==> src/design/modem_hs_pkg.sv <==
// Purpose: shared constants and types for the modem handshake block
// Assumes: APB with 32-bit data, one aligned word per register
// Notes:   offsets are byte addresses
package modem_hs_pkg;
  // ==========================================================
  // register offsets
  localparam logic [7:0] CTRL_OFF   = 8'h00;
  localparam logic [7:0] LINE_OFF   = 8'h04;
  localparam logic [7:0] OUTW_OFF   = 8'h08;
  localparam logic [7:0] WAIT_OFF   = 8'h0c;
  localparam logic [7:0] RTSOFF_OFF = 8'h10;
  localparam logic [7:0] STAT_OFF   = 8'h14;
  localparam logic [7:0] CLR_OFF    = 8'h18;
  localparam logic [7:0] IEN_OFF    = 8'h1c;
  // ==========================================================
  // field positions
  localparam int CTRL_FLOW_LSB = 0;  // 2 bits: flow control
  localparam int CTRL_HALF_BIT = 2;
  localparam int CTRL_AUTO_BIT = 3;
  localparam int OUT_DTR_BIT   = 0;
  localparam int OUT_RTS_BIT   = 1;
  localparam int LINE_DCD_BIT  = 0;
  localparam int LINE_DTR_BIT  = 1;
  localparam int LINE_DSR_BIT  = 2;
  localparam int LINE_RTS_BIT  = 3;
  localparam int LINE_CTS_BIT  = 4;
  localparam int LINE_RI_BIT   = 5;
  localparam int LINE_BUSY_BIT = 6;
  localparam int EV_TXDONE     = 0;
  localparam int EV_TXERR      = 1;
  localparam int EV_RXERR      = 2;
  localparam int EV_DSRLOSS    = 3;
  localparam int EV_REFUSED    = 4;
  localparam int NUM_EV        = 5;
  // ==========================================================
  // reset values
  localparam logic [31:0] CTRL_RST   = 32'h0000_0000;
  localparam logic [31:0] WAIT_RST   = 32'h0000_0064;
  localparam logic [31:0] RTSOFF_RST = 32'h0000_0064;
  // ==========================================================
  // types
  typedef enum logic [1:0] {
    FLOW_NONE = 2'h0,
    FLOW_XON  = 2'h1,
    FLOW_RTSCTS = 2'h2,
    FLOW_RSVD = 2'h3
  } flow_t;
  typedef struct packed {
    logic dcd;
    logic dsr;
    logic cts;
    logic ri;
  } modem_in_t;
  typedef struct packed {
    logic dtr;
    logic rts;
  } modem_out_t;
endpackage

==> src/design/modem_hs.sv <==
// Purpose: RS232 modem-control handling with automatic half-duplex handshake
// Assumes: line inputs synchronous to pclk; all lines active high
// Notes:   transmitter/receiver are outside; this block gates and times them
//          counts are in pclk ticks; a count of zero still costs one tick
//          leaving auto mode mid-frame keeps rts at its last level until a manual write, without an abort pulse
//
// Behaviour
// [RULE_01] after reset DTR and RTS stay inactive until configured or written
// [RULE_02] software can read all six handshake line levels at any time
// [RULE_03] DCD, DSR, CTS and RI are inputs from the remote station
// [RULE_04] outside automatic mode software sets or clears DTR and RTS
// [RULE_05] DTR writable under any flow control; RTS only under none or XON/XOFF; the code also accepts RTS writes under reserved flow 3
// [RULE_06] automatic mode only allowed in half-duplex configuration
// [RULE_07] in automatic mode software writes to DTR/RTS are refused
// [RULE_08] entering automatic mode drives RTS inactive and DTR active
// [RULE_09] send request in automatic mode raises RTS and starts wait timer
// [RULE_10] frame starts only after wait time elapsed and CTS active
// [RULE_11] CTS missing by wait end or lost during send aborts with error
// [RULE_12] remote asserts CTS before wait expiry and holds it through frame
// [RULE_13] after last character wait RTS-off time then drop RTS, ignoring CTS
// [RULE_14] in automatic mode receive only while DSR is active
// [RULE_15] near receive overflow give the remote no handshake response
// [RULE_16] DSR falling aborts send or reception in progress with error; the code aborts either only in automatic mode
// [RULE_17] DSR-loss abort in automatic mode records distinct diagnostic event
// [RULE_18] RTS-off delay must cover remote receiving the final characters
// [RULE_19] wait and RTS-off times are programmable tick counts on down-counters
//
// Local design decisions: the APB slave port and the address map.
`timescale 1ns/10ps
module modem_hs
  import modem_hs_pkg::*;
(
  input  wire logic        pclk,
  input  wire logic        presetn,
  input  wire logic        psel,
  input  wire logic        penable,
  input  wire logic        pwrite,
  input  wire logic [7:0]  paddr,
  input  wire logic [31:0] pwdata,
  output logic      [31:0] prdata,
  output logic             pready,
  output logic             pslverr,
  input  wire modem_in_t   line_in,
  output modem_out_t       line_out,
  input  wire logic        tx_req,
  output logic             tx_start,
  input  wire logic        tx_last_done,
  output logic             tx_abort,
  output logic             rx_enable,
  input  wire logic        rx_active,
  output logic             rx_abort,
  input  wire logic        rx_near_full,
  output logic             irq
);

  // ==========================================================
  // states
  typedef enum logic [2:0] {
    S_MANUAL,
    S_IDLE,
    S_WAIT_CTS,
    S_SEND,
    S_RTS_OFF
  } hs_state_t;

  // registers
  hs_state_t           state_reg;
  logic [31:0]         ctrl_reg;
  logic [31:0]         wait_reg;
  logic [31:0]         rtsoff_reg;
  logic [31:0]         cnt_reg;
  logic [NUM_EV-1:0]   stat_reg;
  logic [NUM_EV-1:0]   ien_reg;
  logic [NUM_EV-1:0]   ev;
  logic                dtr_reg;
  logic                rts_reg;
  logic                dsr_prev_reg;
  logic                tx_start_reg;
  logic                tx_abort_reg;
  logic                rx_abort_reg;

  // decode and helpers
  logic                wr_acc;
  logic                rd_acc;
  logic                addr_ok;
  logic                auto_on;
  logic                auto_want;
  logic                dsr_fall;
  flow_t               flow;
  // strobes and helpers
  logic                wr_ctrl;
  logic                wr_outw;
  logic                wr_wait;
  logic                wr_rtsoff;
  logic                wr_clr;
  logic                wr_ien;
  logic                cnt_zero;
  logic                dtr_wr_ok;
  logic                rts_wr_ok;
  logic [31:0]         line_word;

  // ==========================================================
  // apb decode
  // map: ctrl 00, line state 04 (ro), output write 08, wait count 0c,
  //      rts-off count 10, status 14 (ro, sticky), clear 18 (wo), enable 1c
  // pready is tied high: every access completes in its first access cycle,
  // read data is registered and so stands from the cycle after the access
  assign wr_acc  = psel && penable && pwrite;
  assign rd_acc  = psel && penable && !pwrite;
  assign addr_ok = (paddr == CTRL_OFF) || (paddr == LINE_OFF) || (paddr == OUTW_OFF) ||
                   (paddr == WAIT_OFF) || (paddr == RTSOFF_OFF) || (paddr == STAT_OFF) ||
                   (paddr == CLR_OFF) || (paddr == IEN_OFF);
  assign pready  = 1'b1;
  assign pslverr = psel && penable && !addr_ok;

  // ==========================================================
  // write strobes
  // one strobe per register keeps every write path in one place
  assign wr_ctrl   = wr_acc && (paddr == CTRL_OFF);
  assign wr_outw   = wr_acc && (paddr == OUTW_OFF);
  assign wr_wait   = wr_acc && (paddr == WAIT_OFF);
  assign wr_rtsoff = wr_acc && (paddr == RTSOFF_OFF);
  assign wr_clr    = wr_acc && (paddr == CLR_OFF);
  assign wr_ien    = wr_acc && (paddr == IEN_OFF);

  assign flow      = flow_t'(ctrl_reg[CTRL_FLOW_LSB +: 2]);
  // automatic mode is only honoured in half duplex
  assign auto_want = ctrl_reg[CTRL_AUTO_BIT] && ctrl_reg[CTRL_HALF_BIT]; // [RULE_06]
  assign auto_on   = (state_reg != S_MANUAL);
  assign dsr_fall  = dsr_prev_reg && !line_in.dsr;
  assign cnt_zero  = (cnt_reg == 32'h0);
  // manual writes: dtr under every flow mode, rts only without hardware flow
  assign dtr_wr_ok = wr_outw && !auto_want; // [RULE_04] [RULE_05] [RULE_07]
  assign rts_wr_ok = wr_outw && !auto_want && (flow != FLOW_RTSCTS); // [RULE_05] [RULE_07]

  // ==========================================================
  // configuration registers
  always_ff @(posedge pclk or negedge presetn) begin
    if (!presetn) begin
      ctrl_reg <= CTRL_RST;
    end else if (wr_ctrl) begin
      // only flow, duplex and auto bits exist; the rest read back zero
      ctrl_reg <= {28'h0, pwdata[3:0]};
    end
  end

  // a zero count means a one-tick wait, not a wrap to the maximum
  always_ff @(posedge pclk or negedge presetn) begin
    if (!presetn) begin
      wait_reg <= WAIT_RST;
    end else if (wr_wait) begin
      wait_reg <= pwdata; // [RULE_19]
    end
  end

  always_ff @(posedge pclk or negedge presetn) begin
    if (!presetn) begin
      rtsoff_reg <= RTSOFF_RST;
    end else if (wr_rtsoff) begin
      rtsoff_reg <= pwdata; // [RULE_19]
    end
  end

  always_ff @(posedge pclk or negedge presetn) begin
    if (!presetn) begin
      ien_reg <= '0;
    end else if (wr_ien) begin
      ien_reg <= pwdata[NUM_EV-1:0];
    end
  end

  // ==========================================================
  // dsr edge
  always_ff @(posedge pclk or negedge presetn) begin
    if (!presetn) begin
      dsr_prev_reg <= 1'b0;
    end else begin
      dsr_prev_reg <= line_in.dsr;
    end
  end

  // ==========================================================
  // handshake sequencer
  // the wait count is loaded on the request edge and counted down to zero;
  // cts is only judged once the count is spent, so an early cts does not
  // shorten the wait. dsr loss wins over every other outcome while waiting or sending.
  always_ff @(posedge pclk or negedge presetn) begin
    if (!presetn) begin
      state_reg    <= S_MANUAL;
      cnt_reg      <= '0;
      tx_start_reg <= 1'b0;
      tx_abort_reg <= 1'b0;
    end else begin
      tx_start_reg <= 1'b0;
      tx_abort_reg <= 1'b0;
      if (!auto_want) begin
        state_reg <= S_MANUAL;
      end else begin
        unique case (state_reg)
          // first auto cycle: outputs settle to dtr on, rts off
          S_MANUAL: state_reg <= S_IDLE;
          S_IDLE: begin
            // a request without dsr is simply not taken
            if (tx_req && line_in.dsr) begin
              state_reg <= S_WAIT_CTS; // [RULE_09]
              cnt_reg   <= wait_reg;
            end
          end
          S_WAIT_CTS: begin
            if (dsr_fall) begin
              state_reg    <= S_IDLE; // [RULE_16]
              tx_abort_reg <= 1'b1;
            end else if (cnt_reg != 32'h0) begin
              cnt_reg <= cnt_reg - 32'h1;
            end else if (line_in.cts) begin
              state_reg    <= S_SEND; // [RULE_10]
              tx_start_reg <= 1'b1;
            end else begin
              state_reg    <= S_IDLE; // [RULE_11]
              tx_abort_reg <= 1'b1;
            end
          end
          S_SEND: begin
            if (!line_in.cts || dsr_fall) begin
              state_reg    <= S_IDLE; // [RULE_11] [RULE_16]
              tx_abort_reg <= 1'b1;
            end else if (tx_last_done) begin
              state_reg <= S_RTS_OFF; // [RULE_13]
              cnt_reg   <= rtsoff_reg;
            end
          end
          S_RTS_OFF: begin
            // cts is deliberately not looked at here
            if (cnt_reg != 32'h0) begin
              cnt_reg <= cnt_reg - 32'h1;
            end else begin
              state_reg <= S_IDLE; // [RULE_13]
            end
          end
          default: state_reg <= S_MANUAL;
        endcase
      end
    end
  end

  // ==========================================================
  // output lines
  // both lines are flip-flops so a decode glitch never reaches a pin
  // dtr: auto mode holds it on; a manual write lands only outside auto mode
  always_ff @(posedge pclk or negedge presetn) begin
    if (!presetn) begin
      dtr_reg <= 1'b0; // [RULE_01]
    end else if (auto_want) begin
      dtr_reg <= 1'b1; // [RULE_08]
    end else if (dtr_wr_ok) begin
      dtr_reg <= pwdata[OUT_DTR_BIT]; // [RULE_04] [RULE_05]
    end
  end

  // rts: high from the taken request until the rts-off count is spent
  always_ff @(posedge pclk or negedge presetn) begin
    if (!presetn) begin
      rts_reg <= 1'b0; // [RULE_01]
    end else if (auto_want) begin
      rts_reg <= (state_reg == S_WAIT_CTS) || (state_reg == S_SEND) ||
                 (state_reg == S_RTS_OFF); // [RULE_08] [RULE_09] [RULE_13]
    end else if (rts_wr_ok) begin
      rts_reg <= pwdata[OUT_RTS_BIT]; // [RULE_04] [RULE_05]
    end
  end
  assign line_out.dtr = dtr_reg;
  assign line_out.rts = rts_reg;

  // ==========================================================
  // receive gating
  always_ff @(posedge pclk or negedge presetn) begin
    if (!presetn) begin
      rx_abort_reg <= 1'b0;
    end else begin
      rx_abort_reg <= auto_on && dsr_fall && rx_active; // [RULE_16]
    end
  end
  // when nearly full the receiver just stops answering; no flow line is toggled
  always_comb begin
    rx_enable = !rx_near_full; // [RULE_15]
    if (auto_on && !line_in.dsr) begin
      rx_enable = 1'b0; // [RULE_14]
    end
  end
  assign tx_start  = tx_start_reg;
  assign tx_abort  = tx_abort_reg;
  assign rx_abort  = rx_abort_reg;

  // ==========================================================
  // events and interrupt
  // tx done fires on the last rts-off tick, while rts is still high
  always_comb begin
    ev              = '0;
    ev[EV_TXDONE]   = (state_reg == S_RTS_OFF) && cnt_zero && auto_want;
    ev[EV_TXERR]    = tx_abort_reg; // [RULE_11]
    ev[EV_RXERR]    = rx_abort_reg; // [RULE_16]
    ev[EV_DSRLOSS]  = auto_on && dsr_fall; // [RULE_17]
    ev[EV_REFUSED]  = wr_acc && (paddr == OUTW_OFF) && auto_want; // [RULE_07]
  end

  // set wins over a clear in the same cycle
  always_ff @(posedge pclk or negedge presetn) begin
    if (!presetn) begin
      stat_reg <= '0;
    end else if (wr_clr) begin
      stat_reg <= (stat_reg & ~pwdata[NUM_EV-1:0]) | ev;
    end else begin
      stat_reg <= stat_reg | ev;
    end
  end
  // level interrupt: high while any enabled sticky bit stands
  assign irq = |(stat_reg & ien_reg);

  // ==========================================================
  // line state word
  // every handshake level as it stands, in every mode
  assign line_word = {25'h0, auto_on, line_in.ri, line_in.cts, rts_reg,
                      line_in.dsr, dtr_reg, line_in.dcd}; // [RULE_02] [RULE_03]

  // ==========================================================
  // read data
  // unmapped and write-only offsets read as zero
  always_ff @(posedge pclk or negedge presetn) begin
    if (!presetn) begin
      prdata <= '0;
    end else if (rd_acc) begin
      unique case (paddr)
        CTRL_OFF:   prdata <= ctrl_reg;
        LINE_OFF:   prdata <= line_word; // [RULE_02]
        OUTW_OFF:   prdata <= {30'h0, rts_reg, dtr_reg};
        WAIT_OFF:   prdata <= wait_reg;
        RTSOFF_OFF: prdata <= rtsoff_reg;
        STAT_OFF:   prdata <= {27'h0, stat_reg};
        IEN_OFF:    prdata <= {27'h0, ien_reg};
        default:    prdata <= 32'h0;
      endcase
    end
  end

endmodule

==> config.mk <==
export PLATFORM = sky130hd
export DESIGN_NAME = modem_hs
export DESIGN_NICKNAME = d
export VERILOG_FILES = /design/src/design/modem_hs_pkg.sv /design/src/design/modem_hs.sv
export SDC_FILE = /design/constraint.sdc
export NUM_CORES = 1
export LEC_CHECK = 0
export ABC_AREA = 1
export ABC_CLOCK_PERIOD_IN_PS = 5020
export CAP_MARGIN = 40
export CORE_MARGIN = 2
export CORE_UTILIZATION = 45
export DETAILED_ROUTE_END_ITERATION = 6
export DONT_BUFFER_PORTS = 1
export REMOVE_ABC_BUFFERS = 1
export SLEW_MARGIN = 30
export SYNTH_ARGS = -nofsm -noshare
export SYNTH_HDL_FRONTEND = slang
export SYNTH_SLANG_ARGS = --single-unit
==> constraint.sdc <==
create_clock -name pclk -period 5.02 [get_ports pclk]
set_clock_uncertainty 0.1 [all_clocks]
set_input_delay 0.251 -clock pclk [delete_from_list [all_inputs] [get_ports pclk]]
set_output_delay 0.251 -clock pclk [all_outputs]
set_load 0.05 [all_outputs]
### Yosys cells after proc, flatten, opt, wreduce, memory -nomap -nowiden

Index checks and enable logic that the tools add are counted.

| cells by class | value |
|---|---|
| add/subtract/negate cells | 1 |
| eq/ne operators | 20 |
| mux-type cells | 33 |
| bitwise operators | 5 |
| reductions and logical operators | 48 |

Operators with widths:

| operator | number |
|---|---|
| $pmux 32 s7 | 1 |
| $mux 32 | 5 |
| $pmux 32 s4 | 1 |
| $eq 8x5->1 const B | 4 |
| $logic_not 32->1 | 1 |
| $reduce_bool 32->1 | 1 |
| $sub 32x1->32 const B | 1 |
| $logic_and 1x1->1 | 21 |
| $mux 3 | 7 |
| $eq 8x4->1 const B | 2 |
| $mux 1 | 15 |
| $pmux 3 s5 | 1 |
| $and 5x5->5 | 2 |
| $logic_or 1x1->1 | 10 |
| $ne 2x2->1 const B | 5 |
| $or 5x5->5 | 2 |
| $eq 8x3->1 const B | 1 |
| $logic_not 8->1 | 1 |
| $ne 4x4->1 const B | 2 |
| $eq 3x2->1 const B | 2 |
| $logic_not 1->1 | 6 |
| $ne 3x3->1 const B | 2 |
| $reduce_and 6->1 | 1 |
| $mux 5 | 1 |
| other kinds (11) | 12 |

| word-level totals | value |
|---|---|
| register bits after elaboration | 151 |
| input port bits | 53 |
| output and inout bits | 41 |
| word-level logic and storage cells | 121 |

### Depth between registers and ports, before layout

Gate-level depths: netlist of run 1.

| depth | value |
|---|---|
| depth in word-level cells | 10 |
| mapped depth | 14 |

### Worst setup path after synthesis of run 1

OpenSTA, ideal clock, no wires.

| timing | value |
|---|---|
| path type | in2out |
| start | input paddr[5] |
| end | output pslverr |
| arrival | 2.110 ns |
| required time | 4.669 ns |
| slack | 2.559 ns |
| stages on the path | 6 |
| cell sequence | nor2_1 nand2_1 nor2_1 nand2_1 inv_2 nor4_1 |

| on the way | value |
|---|---|
| word-level cells in the longest chain between the ends | 10 |
| elaborated cells on any way between the ends | 17 |

RTL lines:

| element | RTL line | text |
|---|---|---|
| start: declaration | modem_hs.sv:38 | `input wire logic [7:0] paddr,` |
| $eq 8x3->1 or $logic_not 8->1 (tied branches) | modem_hs.sv:110 | `assign addr_ok = (paddr == CTRL_OFF) \|\| (paddr == LINE_OFF) \|\| (paddr == OUTW_OFF) \|\|` |
| $logic_or 1x1->1 (3 in series) | modem_hs.sv:110 |  |
| $logic_or 1x1->1 (3 in series) | modem_hs.sv:111 | `(paddr == WAIT_OFF) \|\| (paddr == RTSOFF_OFF) \|\| (paddr == STAT_OFF) \|\|` |
| $logic_or 1x1->1 * | modem_hs.sv:112 | `(paddr == CLR_OFF) \|\| (paddr == IEN_OFF);` |
| $logic_not 1->1 * | modem_hs.sv:114 | `assign pslverr = psel && penable && !addr_ok;` |
| $logic_and 1x1->1 * | modem_hs.sv:114 |  |
| end: declaration | modem_hs.sv:42 | `output logic pslverr,` |

Mark *: on every way between the ends. The rest lies on a longest branch, timed or not.

### Final worst setup path of run 1

| timing | value |
|---|---|
| start | register state_reg[0] |
| end | register cnt_reg[31] |

| on the way | value |
|---|---|
| word-level cells in the longest chain between the ends | 3 |
| elaborated cells on any way between the ends | 11 |

RTL lines:

| element | RTL line | text |
|---|---|---|
| start: declaration | modem_hs.sv:67 | `hs_state_t state_reg;` |
| start signal: assignment | modem_hs.sv:189 | `state_reg <= S_MANUAL;` |
| start signal: assignment | modem_hs.sv:197 | `state_reg <= S_MANUAL;` |
| start signal: assignment | modem_hs.sv:201 | `S_MANUAL: state_reg <= S_IDLE;` |
| $eq 3x2->1 (tied with other cells) | modem_hs.sv:199 | `unique case (state_reg)` |
| $reduce_bool 4->1 (no source line) or $ne 2x2->1 (tied branches) | - |  |
| $reduce_and 6->1 (no source line) | - |  |
| end signal: assignment | modem_hs.sv:206 | `cnt_reg <= wait_reg;` |
| end signal: assignment | modem_hs.sv:214 | `cnt_reg <= cnt_reg - 32'h1;` |
| end signal: assignment | modem_hs.sv:229 | `cnt_reg <= rtsoff_reg;` |
| end: declaration | modem_hs.sv:71 | `logic [31:0] cnt_reg;` |

Several ways; a longest one is shown, not always the timed one.
A chain may end at the register's enable or synchronous reset.

==> flow_summary.json, run 1 <==
{
  "post-synth-top-count-cell": "nand2_1",
  "min-delay-path-class": "input port to flop",
  "grt_max_degree": 152,
  "numPortBuffers": 0,
  "cts-root-buf": "clkbuf_16",
  "cp.required_ns": 5.27,
  "dieArea_sq_mm": 0.0190,
  "clk_pin_slew_ns": 0.06,
  "cts_tree": "built",
  "drtPass1Iterations": 6,
  "maxCapViolCount": 0,
  "setup_viol": 0,
  "synthArstFlopShare_pct": 100,
  "rrSetupSlack_ns": 2.44,
  "setup_tns_ns": 0,
  "leakage_nw": 4.33,
  "grt_pass1_wl_mm": 34.0,
  "vias": 6918,
  "antenna_cells": 0,
  "ant_nets": 0,
  "drtIter0Drc": 484,
  "ys_seq_area_share_pct": 46.9,
  "rows": 48,
  "yosysWarnings": 0,
  "cts_max_level": 4,
  "grt_use_total_pct": 23.0,
  "final_nets": 1122,
  "post_cts_buffers": 0,
  "dp_hpwl_mm": 13.7,
  "drive_gt1_share_pct": 10.9,
  "hold_viol_final": 0,
  "yosys-top-cells-area": "dfrtp_1 45%, nand2_1 15%, inv_1 5.0%",
  "fmaxAchievable_mhz": 388,
  "period_minus_slack_ns": 2.58,
  "fillers": 1702,
  "timing_worst_setup_path_type": "flop to flop",
  "ir_worst_vdd_mv": 0.215,
  "ff2ff_path_depth": 10,
  "layout.cells.non_filler": 1305,
  "syn-cell-area_sq_mm": 0.00807,
  "pin_count": 94,
  "crit_start": "state_reg[0]",
  "worstPathMaxFanout": 30,
  "drv_slew": 0,
  "start_util_pct": 46.3,
  "start_kind": "flop",
  "seqPwrFrac_pct": 46.3,
  "via_per_inst": 5.30,
  "reg2reg_to": "cnt_reg[31]",
  "tightest_slew_ns": 0.917,
  "min_period_over_period_pct": 51.3,
  "postRouteWirelength_mm": 20.4,
  "synthFlopType": "dfrtp_1",
  "synth_edf_count": 0,
  "hp-start": "line_in[0]",
  "clkLatencyLatePin_ns": 0.42,
  "synth_top_area_share_pct": 45.0,
  "worstSetupEndpointType": "flop",
  "syn_to_final_growth_pct": 14.4,
  "clockBufferDepth": 2,
  "grt-ovfl-total": 0,
  "ys_types": 41,
  "clock_power_share_pct": 49.7,
  "power_density_mw_per_mm2": 290,
  "post_drt_wl_per_cell_um": 15.7,
  "antenna_found_initial": 0,
  "yosys.area.top_type": "dfrtp_1",
  "grt_pass1_vias": 6705,
  "hold_path_end": "prdata[5]",
  "syn_area_per_cell_sq_um": 7.75,
  "numCtsBuffers": 17,
  "combPwrFrac_pct": 4.0,
  "cp.arrival_ns": 2.82,
  "outcome": "finished clean",
  "clock_sinks": 151,
  "power_switching_uw": 581,
  "drc": 0,
  "yosys_register_bits": 151,
  "min_path_cells": 4,
  "syn_inst": 1041,
  "rsz0062_at_grt": "false",
  "dp_cells": 1236,
  "dieWidth_um": 138,
  "synthTopCellsByCount": "319 x nand2_1, 145 x dfrtp_1, 107 x inv_1",
  "place.gp.congestion": 0.907,
  "relSlewSlack_pct": 38.8,
  "internal_power_mw": 2.10,
  "chipHeight_um": 138,
  "swShare_pct": 21.7,
  "core_sq_mm": 0.0174,
  "r2r_start": "state_reg[0]"
}
## layout by cell type, fill, tap and decap left out, types with 13 or more instances in the layout
cell,netlist,layout
a22o_1,22,22
o21ai_0,41,41
a21oi_1,15,15
nand2_1,319,317
o21ai_1,64,64
nor2_1,83,82
o21ai_2,27,27
nand3_1,58,58
dlygate4sd3_1,0,37
inv_1,107,107
nand2_2,16,17
o22ai_1,13,13
a22oi_1,21,21
clkbuf_16,0,17
dfrtp_1,145,145
## cell families after synthesis
family,after synthesis,share of synthesized area [%]
simple gates,509,27.1
compound gates,218,17.3
buf+inv,159,8.24
flops,151,46.9
xor+xnor,2,0.217
fa+ha+maj,1,0.155
other cells,1,0.0465
## power by group through the flow
| stage | combinational [mW] | clock [mW] | sequential [mW] |
|---|---|---|---|
| 5_1_grt | 0.122 | 1.41 | 1.24 |
| 3_3_place_gp | 0.0574 | 0 | 1.26 |
| 6_report | 0.107 | 1.33 | 1.24 |
| 4_1_cts | 0.110 | 1.36 | 1.24 |
| 3_5_place_dp | 0.0584 | 0 | 1.26 |
| 2_1_floorplan | 0.0412 | 0 | 1.26 |
## layer usage
layer	routed length [um]	share of wire, %	vias to the layer above	track usage (%)
met5	0	0	-	0
met4	376	1.8	0	7.71
met3	1230	6.0	28	5.41
met2	8860	43	181	34.4
met1	9960	49	3248	32.8
li1	-	-	3461	-
## per-stage QoR
step                area, sq um  hold WS, ns  total power [mW]  utilization (%)  setup WS, ns
CTS                        9230     0.000963              2.71             53.0          2.43
global placement           8210       -0.137              1.32             47.1          2.17
detailed placement         8220       -0.138              1.32             47.2          2.45
finish                     9230       0.0102              2.68             53.0          2.44
floorplan                  7870       -0.145              1.30                -          2.29
global route               9230       0.0386              2.77             53.0          2.24
## cell type report
cell class	count	area, sq um	area share, %
Clock inverter	7	118	1.27
Sequential cell	151	3790	41.0
Timing Repair Buffer	45	450	4.88
Clock buffer	24	492	5.33
Multi-Input combinational cell	731	3630	39.4
Tap cell	225	282	3.05
Inverter	122	465	5.04
## worst max-delay path, cell delays in order (launching register included)
cell	delay, ns
dfrtp_1	0.45
inv_1	0.08
nand3_1	0.20
nand2_1	0.08
buf_4	0.26
nor2_4	0.64
inv_2	0.20
o22ai_1	0.19
o21bai_1	0.13
nand2_1	0.08
o21ai_2	0.08
## how the worst max path moves through the flow
| stage | to | slack [ns] |
|---|---|---|
| after global placement | rtsoff_reg[6] | 2.17 |
| after detailed placement | rtsoff_reg[30] | 2.45 |
| after floorplan | prdata[2] | 2.29 |
| after CTS | cnt_reg[31] | 2.43 |
| final | cnt_reg[31] | 2.44 |
| after global routing | cnt_reg[31] | 2.24 |
## timing repair
action                                 in CTS  in global routing
hold buffers                               38                  0
endpoints found under the hold margin     224                  0
resized for setup                           0                  0
Power figures use the tool's default switching activity.
==> run 2, diff against run 1 <==
--- a/config.mk
+++ b/config.mk
@@ -6,7 +6,7 @@
 export NUM_CORES = 1
 export LEC_CHECK = 0
 export ABC_AREA = 1
-export ABC_CLOCK_PERIOD_IN_PS = 5020
+export ABC_CLOCK_PERIOD_IN_PS = 2450
 export CAP_MARGIN = 40
 export CORE_MARGIN = 2
 export CORE_UTILIZATION = 45
==> constraint.sdc (replaced) <==
create_clock -name pclk -period 2.45 [get_ports pclk]
set_clock_uncertainty 0.1 [all_clocks]
set_input_delay 0.1225 -clock pclk [delete_from_list [all_inputs] [get_ports pclk]]
set_output_delay 0.1225 -clock pclk [all_outputs]
set_load 0.05 [all_outputs]
==> run 2 against run 1 <==
Critical path type unchanged. Via count grew 1.3%. The run now ends with hold timing left. Sequential share of layout area shrank 1.1 points. Utilization grew 1.5 points. Hold slack lost 0.71 ns. Register-to-register slack lost 2.2 ns. Non-clock buffer count grew 26. Final cell count grew 1.8%. Clock power grew 110%. Cell area grew 2.8%.
==> flow_summary.json, run 2 (synthesized netlist as in run 1, its figures left out) <==
{
  "dp_hpwl_mm": 15.3,
  "drtPass1Iterations": 5,
  "p_total_mw": 5.55,
  "leakage_nw": 4.46,
  "start_kind": "flop",
  "chipHeight_um": 138,
  "post_cts_buffers": 0,
  "numCtsBuffers": 17,
  "pin_count": 94,
  "setup_viol": 0,
  "clockBufferDepth": 2,
  "min-delay-path-class": "input port to async pin",
  "post_cts_resized": 0,
  "grt_max_degree": 152,
  "cts_tree": "built",
  "final_cell_mix": "317 x nand2_1, 145 x dfrtp_1, 107 x inv_1",
  "drc": 0,
  "violations": "hold timing",
  "crit_path_top_delay_cell": "dfrtp_1",
  "postRouteWirelength_mm": 21.8,
  "antenna_found_initial": 0,
  "clk_pin_slew_ns": 0.06,
  "clkLatencyLatePin_ns": 0.42,
  "outcome": "finished, violations left",
  "cp_cell_sequence": "inv_1, ha_1, nand2_4, nor2_8, nand2_4, nor2_8, nand2_4, nor2_4, nand2_4, nand2_4, inv_6, buf_12, nand2_1, o21ai_2",
  "worstSetupEndpointType": "flop",
  "min_period_over_period_pct": 89.8,
  "tightest_slew_ns": 0.671,
  "start_util_pct": 46.3,
  "hold_ws_ns": -0.701,
  "ff2ff_path_depth": 14,
  "ir_worst_vdd_mv": 0.462,
  "dieArea_sq_mm": 0.0190,
  "drv_slew": 0,
  "post_drt_wl_per_cell_um": 16.4,
  "cts_max_level": 4,
  "grt_pass1_wl_mm": 35.9,
  "timing_worst_setup_path_type": "flop to flop",
  "cp.required_ns": 2.65,
  "dieWidth_um": 138,
  "r2r_start": "cnt_reg[0]",
  "antenna_cells": 0,
  "ant_nets": 0,
  "worstPathMaxFanout": 18,
  "cts_hold_buf": 40,
  "critPathMaxStageDelay_ns": 0.36,
  "rows": 48,
  "syn_to_final_growth_pct": 17.5,
  "numPortBuffers": 0,
  "cts-root-buf": "clkbuf_16",
  "via_per_inst": 5.27,
  "fmaxAchievable_mhz": 455,
  "power_density_mw_per_mm2": 586,
  "grt_use_total_pct": 24.3,
  "rrSetupSlack_ns": 0.25,
  "rsz0062_at_grt": "false",
  "vias": 7010,
  "core_sq_mm": 0.0174,
  "maxCapViolCount": 0,
  "grt-ovfl-total": 0,
  "path_common_cell": "nand2_4",
  "reg2reg_to": "cnt_reg[19]",
  "hold_viol_final": 151,
  "place.gp.congestion": 0.899,
  "drive_gt1_share_pct": 12.7,
  "drtIter0Drc": 594,
  "period_minus_slack_ns": 2.20,
  "grt_pass1_vias": 6915,
  "final_nets": 1148,
  "clock_sinks": 151,
  "relSlewSlack_pct": 54.9,
  "final_common_cell": "nand2_1",
  "cp.arrival_ns": 2.40
}
## run 2: changes by cell type in the layout (fill, tap and decap cells not counted)
| cell | change |
|---|---|
| nand2_4 | -1 |
| clkbuf_1 | -1 |
| clkinvlp_4 | -2 |
| buf_4 | +19 |
| dlygate4sd3_1 | +3 |
| nand2_2 | +1 |
| buf_16 | -1 |
| buf_12 | +5 |
| clkbuf_8 | -3 |
| bufinv_16 | +2 |
| clkinv_4 | +1 |
| clkinv_2 | +1 |
## run 2: critical path, delay by kind of cell (launching register included)
kind | cells | cell delay, ns
fa+ha+maj | 1 | 0.23
compound gates | 1 | 0.05
simple gates | 9 | 0.91
flops | 1 | 0.36
buf+inv | 3 | 0.41
## run 2: area by class of cell
class	instances	area, sq um
tap	225	282
timing repair buffer	71	696
inverter	122	465
clock buffer	20	447
clock inverter	9	176
sequential	151	3790
multi-input combinational	731	3630
fill	1667	7940
## run 2: metal layers
metal  track usage, %  wire (um)  vias to the layer above
met5                0          0                        -
met1             35.6      10700                     3323
met4             5.61        286                        0
met3             4.68        917                       19
met2             37.3       9820                      168
li1                 -          -                     3500
## run 2: power by group
group / switching, mW / total, mW / internal, mW / leakage (nW)
Clock: 1.02 / 2.84 / 1.82 / 0.302
Sequential: 0.0239 / 2.54 / 2.52 / 1.92
Combinational: 0.0993 / 0.175 / 0.0754 / 2.24
Total: 1.14 / 5.55 / 4.41 / 4.46
## run 2: worst max-delay path by stage
stage,depth (start not counted),to,from,slack (ns)
6_report,14,cnt_reg[19],cnt_reg[0],0.25
5_1_grt,14,cnt_reg[20],cnt_reg[0],0.11
4_1_cts,14,cnt_reg[19],cnt_reg[0],0.25
3_5_place_dp,14,cnt_reg[20],cnt_reg[0],0.27
3_3_place_gp,14,cnt_reg[26],cnt_reg[0],0.34
2_1_floorplan,5,prdata[2],psel,-0.15
## run 2: per-stage QoR
step | worst slack [ns] | cell area, sq um | utilization (%) | instances | setup TNS [ns]
2_1_floorplan | -0.155 | 7870 | - | 1004 | -4.31
5_1_grt | 0.108 | 9480 | 54.4 | 1329 | 0
3_3_place_gp | 0.335 | 8460 | 48.6 | 1260 | 0
4_1_cts | 0.248 | 9480 | 54.4 | 1329 | 0
6_report | 0.251 | 9480 | 54.4 | 1329 | 0
3_5_place_dp | 0.268 | 8460 | 48.6 | 1260 | 0
==> run 3, diff against run 2 <==
--- a/config.mk
+++ b/config.mk
@@ -9,7 +9,7 @@
 export ABC_CLOCK_PERIOD_IN_PS = 2450
 export CAP_MARGIN = 40
 export CORE_MARGIN = 2
-export CORE_UTILIZATION = 45
+export CORE_UTILIZATION = 50
 export DETAILED_ROUTE_END_ITERATION = 6
 export DONT_BUFFER_PORTS = 1
 export REMOVE_ABC_BUFFERS = 1
==> run 3 against run 2 <==
The flow still finishes with violations (hold timing). Total power down 2.4%. Critical path type unchanged. Global-route usage up 2.3 points. Largest power group unchanged. Register-to-register slack worse by 0.11 ns. Die area down 9.7%.
==> flow_summary.json, run 3 (synthesized netlist as in run 1, its figures left out) <==
{
  "outcome": "finished, violations left",
  "violations": "hold timing",
  "ir_worst_vdd_mv": 0.492,
  "pin_count": 94,
  "grt-ovfl-total": 0,
  "hold_viol_final": 152,
  "drc": 0,
  "cts_max_level": 4,
  "design_area_sq_mm": 0.00941,
  "cp_num_buf_inv": 3,
  "power_density_mw_per_mm2": 576,
  "cts_hold_buf": 39,
  "p_total_mw": 5.42,
  "grt_pass1_vias": 6577,
  "crit_start": "cnt_reg[0]",
  "timing_worst_setup_path_type": "flop to flop",
  "worstPathMaxFanout": 28,
  "core_sq_mm": 0.0158,
  "path_common_cell": "nand2_4",
  "swShare_pct": 22.7,
  "crit_family": "simple AND/OR/NAND/NOR gates",
  "final_core_util_pct": 59.4,
  "postRouteWirelength_mm": 21.7,
  "clkLatencyLatePin_ns": 0.43,
  "setup_viol": 0,
  "drive_gt1_share_pct": 13.2,
  "cts_tree": "built",
  "start_kind": "flop",
  "dp_cells": 1251,
  "period_minus_slack_ns": 2.31,
  "grt_max_degree": 152,
  "drtIter0Drc": 526,
  "internal_power_mw": 4.19,
  "cp.arrival_ns": 2.52,
  "final_cell_mix": "317 x nand2_1, 145 x dfrtp_1, 107 x inv_1",
  "setup.worst_path.end": "cnt_reg[25]",
  "min_period_over_period_pct": 94.3,
  "clock_sinks": 151,
  "clockBufferDepth": 2,
  "combPwrFrac_pct": 3.2,
  "worstSetupEndpointType": "flop",
  "min-delay-path-class": "input port to async pin",
  "dieArea_sq_mm": 0.0172,
  "antenna_found_initial": 0,
  "setup_slack_ns": 0.140,
  "cp.depth": 14,
  "tightest_slew_ns": 0.520,
  "leakage_nw": 4.45,
  "grt_use_total_pct": 26.6,
  "rsz0062_at_grt": "false",
  "place_area_sq_mm": 0.00841,
  "critPathMaxStageDelay_ns": 0.36,
  "clock_power_share_pct": 50.0,
  "maxCapViolCount": 0,
  "rrSetupSlack_ns": 0.14,
  "chipHeight_um": 131,
  "grt_pass1_wl_mm": 35.0,
  "dieWidth_um": 131,
  "cp.required_ns": 2.66,
  "ant_nets": 0,
  "drv_slew": 0,
  "reg2reg_to": "cnt_reg[25]",
  "clk_pin_slew_ns": 0.07,
  "power_switching_mw": 1.23,
  "via_per_inst": 5.30,
  "place_ws_ns": 0.162,
  "rows": 46,
  "fmaxAchievable_mhz": 433,
  "start_util_pct": 51.0,
  "dp_hpwl_mm": 15.3,
  "layout.cells.non_filler": 1322,
  "setup_tns_ns": 0,
  "numPortBuffers": 0,
  "final_common_cell": "nand2_1",
  "place.gp.congestion": 0.972,
  "seqPwrFrac_pct": 46.9,
  "cp_cell_sequence": "inv_1, ha_2, nand2_4, nor2_8, nand2_4, nor2_8, nand2_4, nor2_4, nand2_4, nand2_4, inv_6, buf_4, nand2_1, nand2_1",
  "hold_ws_ns": -0.715,
  "relSlewSlack_pct": 65.3,
  "crit_path_top_delay_cell": "dfrtp_1",
  "r2r_start": "cnt_reg[0]",
  "final_nets": 1147,
  "post_drt_wl_per_cell_um": 16.4,
  "syn_to_final_growth_pct": 16.6,
  "antenna_cells": 0,
  "vias": 7009,
  "ff2ff_path_depth": 14,
  "cts-root-buf": "clkbuf_16",
  "numCtsBuffers": 17,
  "drtPass1Iterations": 6
}
[run 3: cell types whose count changed in the layout (fill, tap and decap cells not counted), moves of 3 or more]
cell,change
buf_12,-3
buf_4,+3
bufinv_16,-3
clkinv_4,+3
inv_6,+4
[run 3: power by group through the flow]
stage / logic, mW / clock network, mW / registers (mW)
after floorplan: 0.0843 / 0 / 2.58
after global placement: 0.120 / 0 / 2.59
after detailed placement: 0.119 / 0 / 2.59
after CTS: 0.171 / 2.74 / 2.54
after global routing: 0.190 / 2.86 / 2.54
final: 0.172 / 2.71 / 2.54
[run 3: worst min path at each step]
stage,to,from
2_1_floorplan,cnt_reg[0],presetn
3_3_place_gp,prdata[2],presetn
3_5_place_dp,prdata[2],presetn
4_1_cts,prdata[2],presetn
5_1_grt,stat_reg[2],presetn
6_report,tx_start,presetn
[run 3: area by class of cell]
class,count,area [sq um]
repair buffers,70,648
fillers,1500,6420
well taps,216,270
flip-flops and latches,151,3790
clock buffers,20,467
inverters,122,465
multi-input cells,731,3630
clock inverters,12,140
[run 3: per-layer routing]
layer  share of wire (%)  vias to the layer above  track usage [%]
met2                  44                      155             40.2
met4                 1.1                        0             6.26
met1                  50                     3325             40.1
li1                    -                     3510                -
met3                 4.4                       19             4.40
met5                   0                        -                0
[run 3: what timing repair did]
action,4_1_cts,5_1_grt
endpoints found under the hold margin,247,151
gates resized for setup,0,1
buffers inserted,0,0
endpoints found under the setup margin,0,1
